## config.mk

```make
export PLATFORM = sky130hd
export DESIGN_NAME = l2de_top
export DESIGN_NICKNAME = d
export VERILOG_FILES = /design/src/rtl/l2de_pkg.sv /design/src/rtl/l2de_top.sv
export SDC_FILE = /design/constraint.sdc
export NUM_CORES = 1
export LEC_CHECK = 0
export CAP_MARGIN = 15
export CORE_ASPECT_RATIO = 0.6
export CORE_MARGIN = 8
export CORE_UTILIZATION = 45
export CTS_CLUSTER_SIZE = 24
export DETAILED_ROUTE_END_ITERATION = 8
export DONT_BUFFER_PORTS = 1
export SLEW_MARGIN = 10
export SYNTH_ARGS = -nofsm -noshare
export SYNTH_HDL_FRONTEND = slang
export SYNTH_SLANG_ARGS = --single-unit
```

## constraint.sdc

```tcl
create_clock -name i_clk -period 6.1 [get_ports i_clk]
set_input_delay 0.305 -clock i_clk [delete_from_list [all_inputs] [get_ports i_clk]]
set_output_delay 0.305 -clock i_clk [all_outputs]
set_load 0.005 [all_outputs]
```

## src/rtl/l2de_pkg.sv

```systemverilog
// constants and types for the second-level cache data ecc error handler
package l2de_pkg;
   // ------------------------------------------------------------------
   // widths
   // ------------------------------------------------------------------
   localparam int L2DE_DW    = 32;
   localparam int L2DE_EW    = 7;
   localparam int L2DE_SW    = 5;
   localparam int L2DE_NSTR  = 32;
   localparam int L2DE_NSUB  = 16;
   localparam int L2DE_SUBW  = 4;
   localparam int L2DE_BYTES = 4;
   // ------------------------------------------------------------------
   // register indexes
   // ------------------------------------------------------------------
   localparam logic [3:0] REG_ERR_EN  = 4'h0;
   localparam logic [3:0] REG_ERR_ST  = 4'h1;
   localparam logic [3:0] REG_ERR_AD  = 4'h2;
   localparam logic [3:0] REG_L2_CTL  = 4'h3;
   localparam logic [3:0] REG_MA_CTL  = 4'h4;
   // ------------------------------------------------------------------
   // enable register fields
   // ------------------------------------------------------------------
   localparam int EN_CEEN  = 0;
   localparam int EN_NCEEN = 1;
   localparam int EN_DBG   = 2;
   localparam logic [2:0] EN_RST  = 3'h0;
   // ------------------------------------------------------------------
   // status register fields
   // ------------------------------------------------------------------
   localparam int ST_MEU      = 31;
   localparam int ST_MEC      = 30;
   localparam int ST_RW       = 29;
   localparam int ST_MODA     = 28;
   localparam int ST_VCID     = 23;
   localparam int ST_ACC_CE   = 22;
   localparam int ST_ACC_UE   = 21;
   localparam int ST_WRITEBACK_CORRECTABLE = 20;
   localparam int ST_WB_UE    = 19;
   localparam int ST_DMA_CORRECTABLE = 18;
   localparam int ST_DMA_UE   = 17;
   localparam int ST_SCRUB_CORRECTABLE = 16;
   localparam int ST_SCRUB_UE = 15;
   localparam int ST_SYN      = 0;
   localparam logic [31:0] ST_W1C_MASK = 32'hC07F8000;
   localparam logic [31:0] ST_RW_MASK  = 32'h3F80007F;
   localparam logic [31:0] ST_UE_MASK  = 32'h002A8000;
   localparam logic [31:0] ST_FLG_MASK = 32'h007F8000;
   // ------------------------------------------------------------------
   // control register fields
   // ------------------------------------------------------------------
   localparam int CTL_STEER = 0;
   localparam int MA_INT    = 5;
   localparam int MA_STRAND = 0;
   localparam logic [4:0] CTL_RST = 5'h00;
   localparam logic [5:0] MA_RST  = 6'h00;
   // ------------------------------------------------------------------
   // types
   // ------------------------------------------------------------------
   typedef enum logic [3:0] {
      OP_LOAD, OP_IFETCH, OP_PREFETCH, OP_STORE, OP_ATOMIC,
      OP_MALOAD, OP_WBACK, OP_DMARD, OP_DMAWR, OP_SCRUB
   } l2de_op_t;
   typedef enum logic [1:0] {
      TRAP_ECC, TRAP_DATA_ERR, TRAP_DACC, TRAP_IACC
   } l2de_trap_t;
   typedef enum logic [1:0] {
      MA_IDLE, MA_WAIT_SYNC, MA_WAIT_LD
   } l2de_ma_st_t;
endpackage : l2de_pkg

```

## src/rtl/l2de_top.sv

```systemverilog
// second-level cache data ecc check, correction, logging and trap steering
// Function
// - each 32-bit data subline carries a seven-bit single-correct double-detect code
// - stores writing under 32 bits are partial and need read-check-merge
// - load or fetch correctable: log, return corrected, trap if both enables
// - prefetch errors are logged only, never trapped; corrected data returned
// - partial store or atomic correctable: fix array, trap if both enables
// - modular load correctable: return corrected, tell modular unit if l2 enable
// - after modular completion, corrected trap goes to completion or sync strand
// - writeback correctable: correct outgoing data, trap steered strand if enabled
// - dma read correctable: return corrected data, trap steered strand if enabled
// - dma reads cover whole line; each bad subline is its own event
// - dma partial write correctable: correct line data, trap steered strand
// - only partial dma writes are checked; aligned writes skip checking
// - scrub correctable: rewrite corrected data and check bits, trap steered strand
// - load or fetch uncorrectable: log; with l2 enable log per strand, poison fill
// - both uncorrectable enables: precise load or fetch fault to requester
// - partial store uncorrectable: abandon merge, disrupting data trap if enabled
// - abandoned partial store or atomic still marks line dirty
// - a fill between partial store read and write may also set multiple flag
// - atomic uncorrectable: per-strand log, precise load fault, no update
// - modular load uncorrectable with l2 enable notifies modular unit to abort
// - abort with strand enable: data trap to completion strand or load fault
// - abort without strand enable: normal completion or clean sync load
// - errors always logged in status, address only on capture; enables gate traps, load or fetch poison, strand log and modular notes
// - status flags clear by writing one; reset leaves status untouched
//
// Our own choices: the address-and-strobe port and the register addresses.
`timescale 1ns/100ps
module l2de_top
   import l2de_pkg::*;
(
   input  wire logic                  i_clk,
   input  wire logic                  i_sys_rst,
   input  wire logic [3:0]            i_reg_addr,
   input  wire logic [31:0]           i_reg_wdata,
   input  wire logic                  i_reg_wr,
   input  wire logic                  i_reg_rd,
   output logic      [31:0]           o_reg_rdata,
   input  wire logic                  i_chk_valid,
   input  wire logic [3:0]            i_chk_op,
   input  wire logic [L2DE_SW-1:0]    i_chk_strand,
   input  wire logic [L2DE_SUBW-1:0]  i_chk_sub,
   input  wire logic [31:0]           i_chk_addr,
   input  wire logic [L2DE_DW-1:0]    i_chk_data,
   input  wire logic [L2DE_EW-1:0]    i_chk_ecc,
   input  wire logic [L2DE_BYTES-1:0] i_chk_wmask,
   input  wire logic [L2DE_DW-1:0]    i_chk_wdata,
   input  wire logic                  i_fill_gap,
   input  wire logic [L2DE_NSTR-1:0]  i_strand_ceen,
   input  wire logic [L2DE_NSTR-1:0]  i_strand_nceen,
   input  wire logic                  i_ma_done,
   input  wire logic                  i_ma_ld_valid,
   input  wire logic                  i_ma_ld_sync,
   input  wire logic [L2DE_SW-1:0]    i_ma_ld_strand,
   output logic                       o_rsp_valid,
   output logic      [L2DE_DW-1:0]    o_rsp_data,
   output logic                       o_rsp_poison,
   output logic      [L2DE_SUBW-1:0]  o_rsp_sub,
   output logic                       o_arr_wr,
   output logic      [L2DE_DW-1:0]    o_arr_data,
   output logic      [L2DE_EW-1:0]    o_arr_ecc,
   output logic                       o_mark_dirty,
   output logic                       o_strand_log,
   output logic                       o_ma_ce,
   output logic                       o_ma_ue,
   output logic                       o_ma_cpl_irq,
   output logic                       o_debug_trig,
   output logic                       o_trap_valid,
   output logic      [L2DE_SW-1:0]    o_trap_strand,
   output logic      [1:0]            o_trap_type,
   output logic                       o_trap_precise
);
   // ------------------------------------------------------------------
   // code generation and single bit correction
   // ------------------------------------------------------------------
   function automatic logic [6:0] ecc_gen(input logic [31:0] d);
      logic [5:0] c;
      int         k;
      c = 6'h00;
      k = 0;
      for (int p = 1; p < 39; p++) begin
         if ((p & (p - 1)) != 0) begin
            if (d[k]) c = c ^ p[5:0];
            k = k + 1;
         end
      end
      return {(^d) ^ (^c), c};
   endfunction : ecc_gen

   function automatic logic [31:0] ecc_fix(input logic [31:0] d, input logic [5:0] s);
      logic [31:0] r;
      int          k;
      r = d;
      k = 0;
      for (int p = 1; p < 39; p++) begin
         if ((p & (p - 1)) != 0) begin
            if (p[5:0] == s) r[k] = ~d[k];
            k = k + 1;
         end
      end
      return r;
   endfunction : ecc_fix

   // ------------------------------------------------------------------
   // registers
   // ------------------------------------------------------------------
   logic [2:0]          err_en;
   logic [31:0]         status;
   logic [31:0]         err_addr;
   logic [4:0]          l2_control_register;
   logic [5:0]          modarith_control_register;
   logic                pend_v;
   logic [L2DE_SW-1:0]  pend_strand;
   logic [1:0]          pend_type;
   logic                pend_precise;
   logic                ma_ce_seen;
   logic                ma_ue_seen;
   l2de_ma_st_t         ma_st;

   // ------------------------------------------------------------------
   // operation decode
   // ------------------------------------------------------------------
   wire l2de_op_t op       = l2de_op_t'(i_chk_op);
   wire is_ld              = (op == OP_LOAD);
   wire is_if              = (op == OP_IFETCH);
   wire is_pf              = (op == OP_PREFETCH);
   wire is_st              = (op == OP_STORE);
   wire is_at              = (op == OP_ATOMIC);
   wire is_ma              = (op == OP_MALOAD);
   wire is_wb              = (op == OP_WBACK);
   wire is_dr              = (op == OP_DMARD);
   wire is_dw              = (op == OP_DMAWR);
   wire is_sc              = (op == OP_SCRUB);
   wire is_acc             = is_ld | is_if | is_pf | is_st | is_at | is_ma;
   wire is_steered         = is_wb | is_dr | is_dw | is_sc;
   wire is_wr_op           = is_st | is_at | is_dw;
   wire is_partial         = (i_chk_wmask != 4'hF);
   wire chk_en             = i_chk_valid & (((is_st | is_dw) & is_partial) |
                                            ~(is_st | is_dw));

   // ------------------------------------------------------------------
   // syndrome and correction
   // ------------------------------------------------------------------
   // subline code check
   wire [6:0]  calc_ecc    = ecc_gen(i_chk_data);
   wire [5:0]  syn         = calc_ecc[5:0] ^ i_chk_ecc[5:0];
   wire        par_err     = ^{i_chk_data, i_chk_ecc};
   wire        ce          = chk_en & par_err;
   wire        ue          = chk_en & ~par_err & (syn != 6'h00);
   wire [31:0] cor_data    = ce ? ecc_fix(i_chk_data, syn) : i_chk_data;
   logic [31:0] merge_data;

   genvar b;
   generate
      for (b = 0; b < L2DE_BYTES; b++) begin : g_merge
         assign merge_data[8*b +: 8] = i_chk_wmask[b] ? i_chk_wdata[8*b +: 8]
                                                      : cor_data[8*b +: 8];
      end
   endgenerate

   // ------------------------------------------------------------------
   // array update and response
   // ------------------------------------------------------------------
   // stores, atomics and dma writes update array unless uncorrectable; scrub only when correctable
   wire        arr_we      = i_chk_valid & ((is_wr_op & ~ue) | (is_sc & ce));
   wire [31:0] arr_d       = is_at ? i_chk_wdata : is_sc ? cor_data : merge_data;
   wire        dirty       = i_chk_valid & is_wr_op;
   wire        rsp_v       = i_chk_valid & ~is_st & ~is_dw & ~is_sc;
   wire        l2c         = err_en[EN_CEEN];
   wire        l2u         = err_en[EN_NCEEN];
   // load or fetch poison fill only with l2 enable; other uncorrectable reads always poison
   wire        poison      = ue & ((is_ld | is_if) ? l2u : 1'b1);
   wire        slog        = ue & l2u & (is_ld | is_if | is_at);
   wire        ma_ce_n     = ce & is_ma & l2c;
   wire        ma_ue_n     = ue & is_ma & l2u;

   // ------------------------------------------------------------------
   // trap decision
   // ------------------------------------------------------------------
   wire [4:0]  steer       = l2_control_register;
   wire [4:0]  tgt         = is_steered ? steer : i_chk_strand;
   wire        s_ce        = i_strand_ceen[tgt];
   wire        s_ue        = i_strand_nceen[tgt];
   // writeback trap needs steered strand enable
   wire        ce_trap     = ce & l2c & s_ce & ~is_pf & ~is_ma;
   wire        ue_trap     = ue & l2u & s_ue & ~is_pf & ~is_ma;
   wire        ue_precise  = is_ld | is_if | is_at;
   wire [1:0]  ue_type     = is_if ? TRAP_IACC : (is_ld | is_at) ? TRAP_DACC
                                                               : TRAP_DATA_ERR;
   wire        chk_trap    = ce_trap | ue_trap;
   wire [1:0]  chk_type    = ue_trap ? ue_type : TRAP_ECC;
   wire        chk_prec    = ue_trap & ue_precise;

   // ------------------------------------------------------------------
   // status logging
   // ------------------------------------------------------------------
   wire        st_wr       = i_reg_wr & (i_reg_addr == REG_ERR_ST);
   wire        any_flag    = |(status & ST_FLG_MASK);
   wire        any_ue      = |(status & ST_UE_MASK);
   wire        capture     = (ce & ~any_flag) | (ue & ~any_ue);
   wire        set_mec     = ce & any_flag;
   wire        set_meu     = ue & (any_ue | (is_st & i_fill_gap));
   wire [4:0]  ev_idx      = is_acc ? (ue ? 5'(ST_ACC_UE) : 5'(ST_ACC_CE)) :
                             is_wb  ? (ue ? 5'(ST_WB_UE)
                                          : 5'(ST_WRITEBACK_CORRECTABLE)) :
                             is_sc  ? (ue ? 5'(ST_SCRUB_UE)
                                          : 5'(ST_SCRUB_CORRECTABLE)) :
                                      (ue ? 5'(ST_DMA_UE)
                                          : 5'(ST_DMA_CORRECTABLE));
   wire [31:0] ev_flag     = capture ? (32'h00000001 << ev_idx) : 32'h00000000;
   wire [31:0] ev_mult     = ({31'h0, set_mec} << ST_MEC) |
                             ({31'h0, set_meu} << ST_MEU);
   wire [31:0] ev_info     = ({31'h0, is_wr_op} << ST_RW) |
                             ({31'h0, is_ma} << ST_MODA) |
                             ({27'h0, i_chk_strand} << ST_VCID) |
                             {25'h0, par_err, syn};
   // write one to clear, rw fields plain
   wire [31:0] st_base     = st_wr ? ((status & ST_W1C_MASK & ~i_reg_wdata) |
                                      (i_reg_wdata & ST_RW_MASK)) : status;
   wire [31:0] next_status = capture ? ((st_base & ~ST_RW_MASK) | ev_info |
                                        ev_flag | ev_mult)
                                     : (st_base | ev_mult);

   // status and address hold across reset
   always_ff @(posedge i_clk) begin
      status <= next_status;
      if (capture) err_addr <= i_chk_addr;
   end

   // ------------------------------------------------------------------
   // software registers
   // ------------------------------------------------------------------
   wire [31:0] rd_mux      = (i_reg_addr == REG_ERR_EN) ? {29'h0, err_en} :
                             (i_reg_addr == REG_ERR_ST) ? status :
                             (i_reg_addr == REG_ERR_AD) ? err_addr :
                             (i_reg_addr == REG_L2_CTL) ? {27'h0, l2_control_register} :
                             (i_reg_addr == REG_MA_CTL) ?
                                {26'h0, modarith_control_register} : 32'h00000000;

   always_ff @(posedge i_clk or posedge i_sys_rst) begin
      if (i_sys_rst) begin
         err_en                    <= EN_RST;
         l2_control_register       <= CTL_RST;
         modarith_control_register <= MA_RST;
         o_reg_rdata               <= 32'h00000000;
      end else begin
         if (i_reg_wr && i_reg_addr == REG_ERR_EN) err_en <= i_reg_wdata[2:0];
         if (i_reg_wr && i_reg_addr == REG_L2_CTL) l2_control_register <= i_reg_wdata[4:0];
         if (i_reg_wr && i_reg_addr == REG_MA_CTL)
            modarith_control_register <= i_reg_wdata[5:0];
         o_reg_rdata <= i_reg_rd ? rd_mux : 32'h00000000;
      end
   end

   // ------------------------------------------------------------------
   // modular unit follow-up
   // ------------------------------------------------------------------
   wire [4:0]  cpl         = modarith_control_register[4:0];
   wire        ma_int      = modarith_control_register[MA_INT];
   logic       next_pv;
   logic [4:0] next_ps;
   logic [1:0] next_pt;
   logic       next_pp;
   logic       next_irq;
   l2de_ma_st_t next_ma_st;

   always_comb begin
      next_pv    = 1'b0;
      next_ps    = cpl;
      next_pt    = TRAP_ECC;
      next_pp    = 1'b0;
      next_irq   = 1'b0;
      next_ma_st = ma_st;
      case (ma_st)
         MA_IDLE: begin
            if (i_ma_done) begin
               if (ma_ue_seen) begin
                  if (ma_int) begin
                     next_pv  = i_strand_nceen[cpl];
                     next_pt  = TRAP_DATA_ERR;
                     next_irq = ~i_strand_nceen[cpl];
                  end else begin
                     next_ma_st = MA_WAIT_LD;
                  end
               end else if (ma_ce_seen) begin
                  if (ma_int) begin
                     next_pv  = i_strand_ceen[cpl];
                     next_irq = 1'b1;
                  end else begin
                     next_ma_st = MA_WAIT_SYNC;
                  end
               end else begin
                  next_irq = ma_int;
               end
            end
         end
         MA_WAIT_LD: begin
            if (i_ma_ld_valid) begin
               next_pv    = i_strand_nceen[i_ma_ld_strand];
               next_ps    = i_ma_ld_strand;
               next_pt    = TRAP_DACC;
               next_pp    = 1'b1;
               next_ma_st = MA_IDLE;
            end
         end
         MA_WAIT_SYNC: begin
            if (i_ma_ld_valid && i_ma_ld_sync) begin
               next_pv    = i_strand_ceen[i_ma_ld_strand];
               next_ps    = i_ma_ld_strand;
               next_ma_st = MA_IDLE;
            end
         end
         default: next_ma_st = MA_IDLE;
      endcase
   end

   wire ma_clr = i_ma_done & (ma_st == MA_IDLE);

   always_ff @(posedge i_clk or posedge i_sys_rst) begin
      if (i_sys_rst) begin
         ma_st      <= MA_IDLE;
         ma_ce_seen <= 1'b0;
         ma_ue_seen <= 1'b0;
      end else begin
         ma_st      <= next_ma_st;
         ma_ce_seen <= ma_ce_n | (ma_ce_seen & ~ma_clr);
         ma_ue_seen <= ma_ue_n | (ma_ue_seen & ~ma_clr);
      end
   end

   // ------------------------------------------------------------------
   // trap issue, check path first, pending modular trap second
   // ------------------------------------------------------------------
   wire pend_go = pend_v & ~chk_trap;

   always_ff @(posedge i_clk or posedge i_sys_rst) begin
      if (i_sys_rst) begin
         pend_v       <= 1'b0;
         pend_strand  <= 5'h00;
         pend_type    <= 2'h0;
         pend_precise <= 1'b0;
      end else if (next_pv) begin
         pend_v       <= 1'b1;
         pend_strand  <= next_ps;
         pend_type    <= next_pt;
         pend_precise <= next_pp;
      end else if (pend_go) begin
         pend_v       <= 1'b0;
      end
   end

   always_ff @(posedge i_clk or posedge i_sys_rst) begin
      if (i_sys_rst) begin
         o_trap_valid   <= 1'b0;
         o_trap_strand  <= 5'h00;
         o_trap_type    <= 2'h0;
         o_trap_precise <= 1'b0;
      end else begin
         o_trap_valid   <= chk_trap | pend_v;
         o_trap_strand  <= chk_trap ? tgt : pend_strand;
         o_trap_type    <= chk_trap ? chk_type : pend_type;
         o_trap_precise <= chk_trap ? chk_prec : pend_precise;
      end
   end

   // ------------------------------------------------------------------
   // data path outputs
   // ------------------------------------------------------------------
   always_ff @(posedge i_clk or posedge i_sys_rst) begin
      if (i_sys_rst) begin
         o_rsp_valid  <= 1'b0;
         o_rsp_data   <= 32'h00000000;
         o_rsp_poison <= 1'b0;
         o_rsp_sub    <= 4'h0;
         o_arr_wr     <= 1'b0;
         o_arr_data   <= 32'h00000000;
         o_arr_ecc    <= 7'h00;
         o_mark_dirty <= 1'b0;
         o_strand_log <= 1'b0;
         o_ma_ce      <= 1'b0;
         o_ma_ue      <= 1'b0;
         o_ma_cpl_irq <= 1'b0;
         o_debug_trig <= 1'b0;
      end else begin
         o_rsp_valid  <= rsp_v;
         o_rsp_data   <= cor_data;
         o_rsp_poison <= rsp_v & poison;
         o_rsp_sub    <= i_chk_sub;
         o_arr_wr     <= arr_we;
         o_arr_data   <= arr_d;
         o_arr_ecc    <= ecc_gen(arr_d);
         o_mark_dirty <= dirty;
         o_strand_log <= slog;
         o_ma_ce      <= ma_ce_n;
         o_ma_ue      <= ma_ue_n;
         o_ma_cpl_irq <= next_irq;
         o_debug_trig <= ue & err_en[EN_DBG];
      end
   end
endmodule : l2de_top

```

==> metrics.md <==
| Metric | Value |
|---|---|
| Crit. End Element | flop |
| Setup Skew | 11.6 ps |
| Final-layout fill cell count | roughly 2300 |
| Post-route ant nets | 0 |
| Slew @ Worst Pin | ~1100 ps |
| Routed WL | 41000 µm |
| Synth Net Count | 1229 |
| Top_reg_cell synth | dfrtp_1 |
| Post-synthesis mux area share | about 15% |
| Final setup TNS | 0 ps |
| Worst setup SP type | primary input |
| Top post-synthesis cells by area | dfrtp_1 (32%), edfxtp_1 (12%), mux4_2 (11%) |
| Placed Cells incl. Taps | 1321 |
| CTS tree | built |
| DP Worst Slack | 1270 ps |
| Clock root cell | clkbuf_16 |
| Async SR Flop Fraction | a little over two thirds |
| Post-synth EDFFs | 46 |
| WHS Endpoint | o_rsp_data[29]$_DFF_PP0_ |
| Std-Cell Rows | 46 |
| Hold Crit Start | i_chk_data[29] |
| R2r worst-path depth | 9 |
| Status | completed |
| Critical path type | primary input to flop |
| Clock Tree Buf Depth | 3 |
| Diode count | 0 |
| Area of the core | 26200 µm² |
| Finished Cell Area | 14200 µm² |
| Vias in the first global route | between 8000 and 9000 |
| FF-to-FF Start | modarith_control_register[0]$_DFFE_PP0P_ |
| Fmax | about 220 MHz |
| Adder-Cell Fraction of Synth Area | 0.628% |
| Pre-Repair DR Iteration Count | 4 |
| Period utilization | 74.3% |
| Worst vdd ir | 0.196 mV |
| First-pass GRT wire length | between 50000 and 60000 µm |
| Setup violations, final | 0 |
| Skew-Pair Late Insertion Delay | about 520 ps |
| Layout net count | 1332 |
| WL per Instance | 27.9 µm |
| Post-Synth XOR/XNOR Area | 12.9% |
| Max_cap viols | 0 |
| Mapped Cells | 989 |
| Initial antenna violation count | 0 |
| Setup WS post-layout | between 1500 and 2000 ps |
| HP Class | primary input to flop |
| Total power | 5.27 mW |
| Top-area cell type share of the netlist area | between 30% and 40% |
| Die X | 226 µm |
| Gr ovfl total | 0 |
| Slew Limit Headroom | 23.9% |
| Lkg Pwr | 5.70 nW |
| Final hold violations | 0 |
| RSZ-0062 raised after global routing | no |
| I/O pin total | 359 |
| Htree depth | 1 |
| Compound-gate portion of the synthesized area | 10.3% |
| Starting Density | 45.5% |
| Die height | about 140 µm |
| Netlist Area Pre-Place | 12000 µm² |
| Vias per Instance | 6.00 |
| FF-to-FF setup slack | between 2000 and 3000 ps |
| Ys Warns | 0 |
| Final Critical Period | 4530 ps |
| Register bit total from synthesis | 216 |
| P per Cell Area | 372 nW/µm² |
| Finished Layout Cells | 1469 |
| DR iter-0 viols | 831 |
| Die area | about 32000 µm² |
| Post-route DRC | 0 |
| Mapped Avg Cell Area | 12.1 µm² |
| Largest net degree at the start of global routing | 79 |
| Post-CTS setup buffers | 0 |
| Placed inst area | 12400 µm² |
| Layout area overhead | 18.5% |
| CP required | about 6500 ps |
| Crit-path max FO | 14 |
| Fraction of the mapped netlist area in simple logic gates | 11.5% |
| Largest family of logic cells by synthesized area | multiplexers |
| Port buffer count | 0 |
| Synth unique cells | 65 |
| Synth area leader | dfrtp_1 |
| TritonCTS Buffers | 23 |
| Gr usage total | 25.0% |
| Reg2reg end | pend_type[1]$_DFFE_PP0P_ |
| Sequential-to-total area share from yosys stat | 46.4% |
| Worst Hold Depth | 2 |
| DR vias | 8819 |
| RePlAce Congestion | around 0.9 |
| Clock transition at the registers of the reported paths | about 60 ps |
| Dpl hpwl | 31100 µm |
| Worst EP arrival | 4920 ps |
| Layout cells sized above 1 | 17.0% |
| Final Slew Violations | 0 |
| Clk sinks | 216 |
| Resized cells post-CTS | 0 |
-- per-stage QoR --
stage	hold slack, ps	utilization [%]
after floorplan	336	-
after global placement	327	47.2
after detailed placement	328	47.2
after CTS	0.625	53.8
final	13.2	54.0
after global routing	4.90	54.0
-- area by class of cell --
cell class,count,area [µm²],share of cell area [%]
Clock inverter,11,88.8,0.627
Sequential cell,216,5550,39.1
Inverter,26,103,0.724
Timing Repair Buffer,129,1250,8.81
Multi-Input combinational cell,696,6110,43.2
Clock buffer,31,616,4.35
Tap cell,360,450,3.18
-- where the power goes --
group	total, mW	internal, mW	switching (mW)	leakage [nW]
sequential	1.96	1.77	0.193	2.45
clock	1.33	0.754	0.579	0.338
combinational	1.98	0.897	1.08	2.91
-- what timing repair did --
action,4_1_cts,5_1_grt
hold buffers,104,0
endpoints found under the hold margin,186,0
endpoints found under the setup margin,0,0
-- cells in the final DEF (no fill, tap or decap), types with 4 or more instances in the layout --
cell / n
a31oi_2: 10
and2_1: 15
and3_1: 7
inv_1: 25
mux2_2: 26
buf_4: 23
dfrtp_1: 152
a22oi_1: 34
a22o_1: 7
a32o_1: 4
nor3_1: 22
o31ai_1: 20
ha_1: 6
a21oi_1: 32
nand2b_1: 7
nand3_1: 17
xnor2_1: 62
xnor3_2: 5
edfxtp_1: 46
clkbuf_16: 23
mux4_2: 56
mux2i_1: 26
nand3b_1: 6
nand2_1: 60
xor2_1: 30
o21ai_0: 22
nor2_1: 105
a31oi_1: 9
xnor2_2: 7
dlygate4sd3_1: 104
dfxtp_1: 18
or4_1: 16
nor4_1: 4
clkbuf_1: 7
xnor3_1: 19
-- worst max-delay path, stage by stage --
cell	delay [ps]
xnor3_1	360
xnor3_2	310
xnor3_2	540
and2_1	220
mux2i_2	610
o31ai_1	200
a31oi_1	690
xnor3_1	630
xnor2_2	230
xnor3_1	450
xnor3_1	370
-- logic make-up after synthesis --
logic type               after synthesis
multiplexers                         110
adder cells (fa/ha/maj)                6
buffers and inverters                 77
AND/OR/NAND/NOR                      284
AO/OA/AOI/OAI                        169
XOR/XNOR                             127
flip-flops                           216
-- synth_stat cells (all sizes together), types with 4 or more instances --
master    n
xnor2    69
or2       4
dfxtp    18
a32o      4
nand3    17
xnor3    24
xor2     32
a22o      7
a22oi    34
nor3     22
inv      26
nor2    107
and2     15
nand3b    6
dfrtp   152
and3      7
mux2i    28
nand2b    7
mux4     56
or4      19
a31oi    21
edfxtp   46
o21ai    23
a21oi    34
ha        6
mux2     26
clkbuf   43
nand2    60
nor4      4
o31ai    21
buf       8
-- state kept, by name (all words and copies together) (netlist names), 2 cells and up --
name,count
err_addr,32
o_arr_data,32
o_reg_rdata,32
o_rsp_data,32
status,32
o_arr_ecc,7
modarith_control_register,6
l2_control_register,5
o_trap_strand,5
pend_strand,5
o_rsp_sub,4
err_en,3
ma_st,2
o_trap_type,2
pend_type,2
-- layer usage --
layer	vias to the layer above	wire [µm]	global-route usage, %
met5	-	0	0
met4	0	969	5.42
met3	67	4440	9.55
met2	447	17000	34.2
met1	4453	18600	36.8
li1	3852	-	-
-- worst max path at each step --
| stage | from | end | slack [ps] | cells after the start |
|---|---|---|---|---|
| 6_report | i_chk_data[18] | o_arr_ecc[6]$_DFF_PP0_ | 1570 | 11 |
| 5_1_grt | i_chk_data[18] | o_arr_ecc[6]$_DFF_PP0_ | 1560 | 11 |
| 3_3_place_gp | i_chk_data[18] | o_arr_ecc[6]$_DFF_PP0_ | 1290 | 11 |
| 2_1_floorplan | i_sys_rst | err_en[0]$_DFFE_PP0P_ | 1700 | 1 |
| 3_5_place_dp | i_chk_data[18] | o_arr_ecc[6]$_DFF_PP0_ | 1270 | 11 |
| 4_1_cts | i_chk_data[18] | o_arr_ecc[6]$_DFF_PP0_ | 1800 | 11 |
No activity file was read; power rests on OpenSTA's default activity.
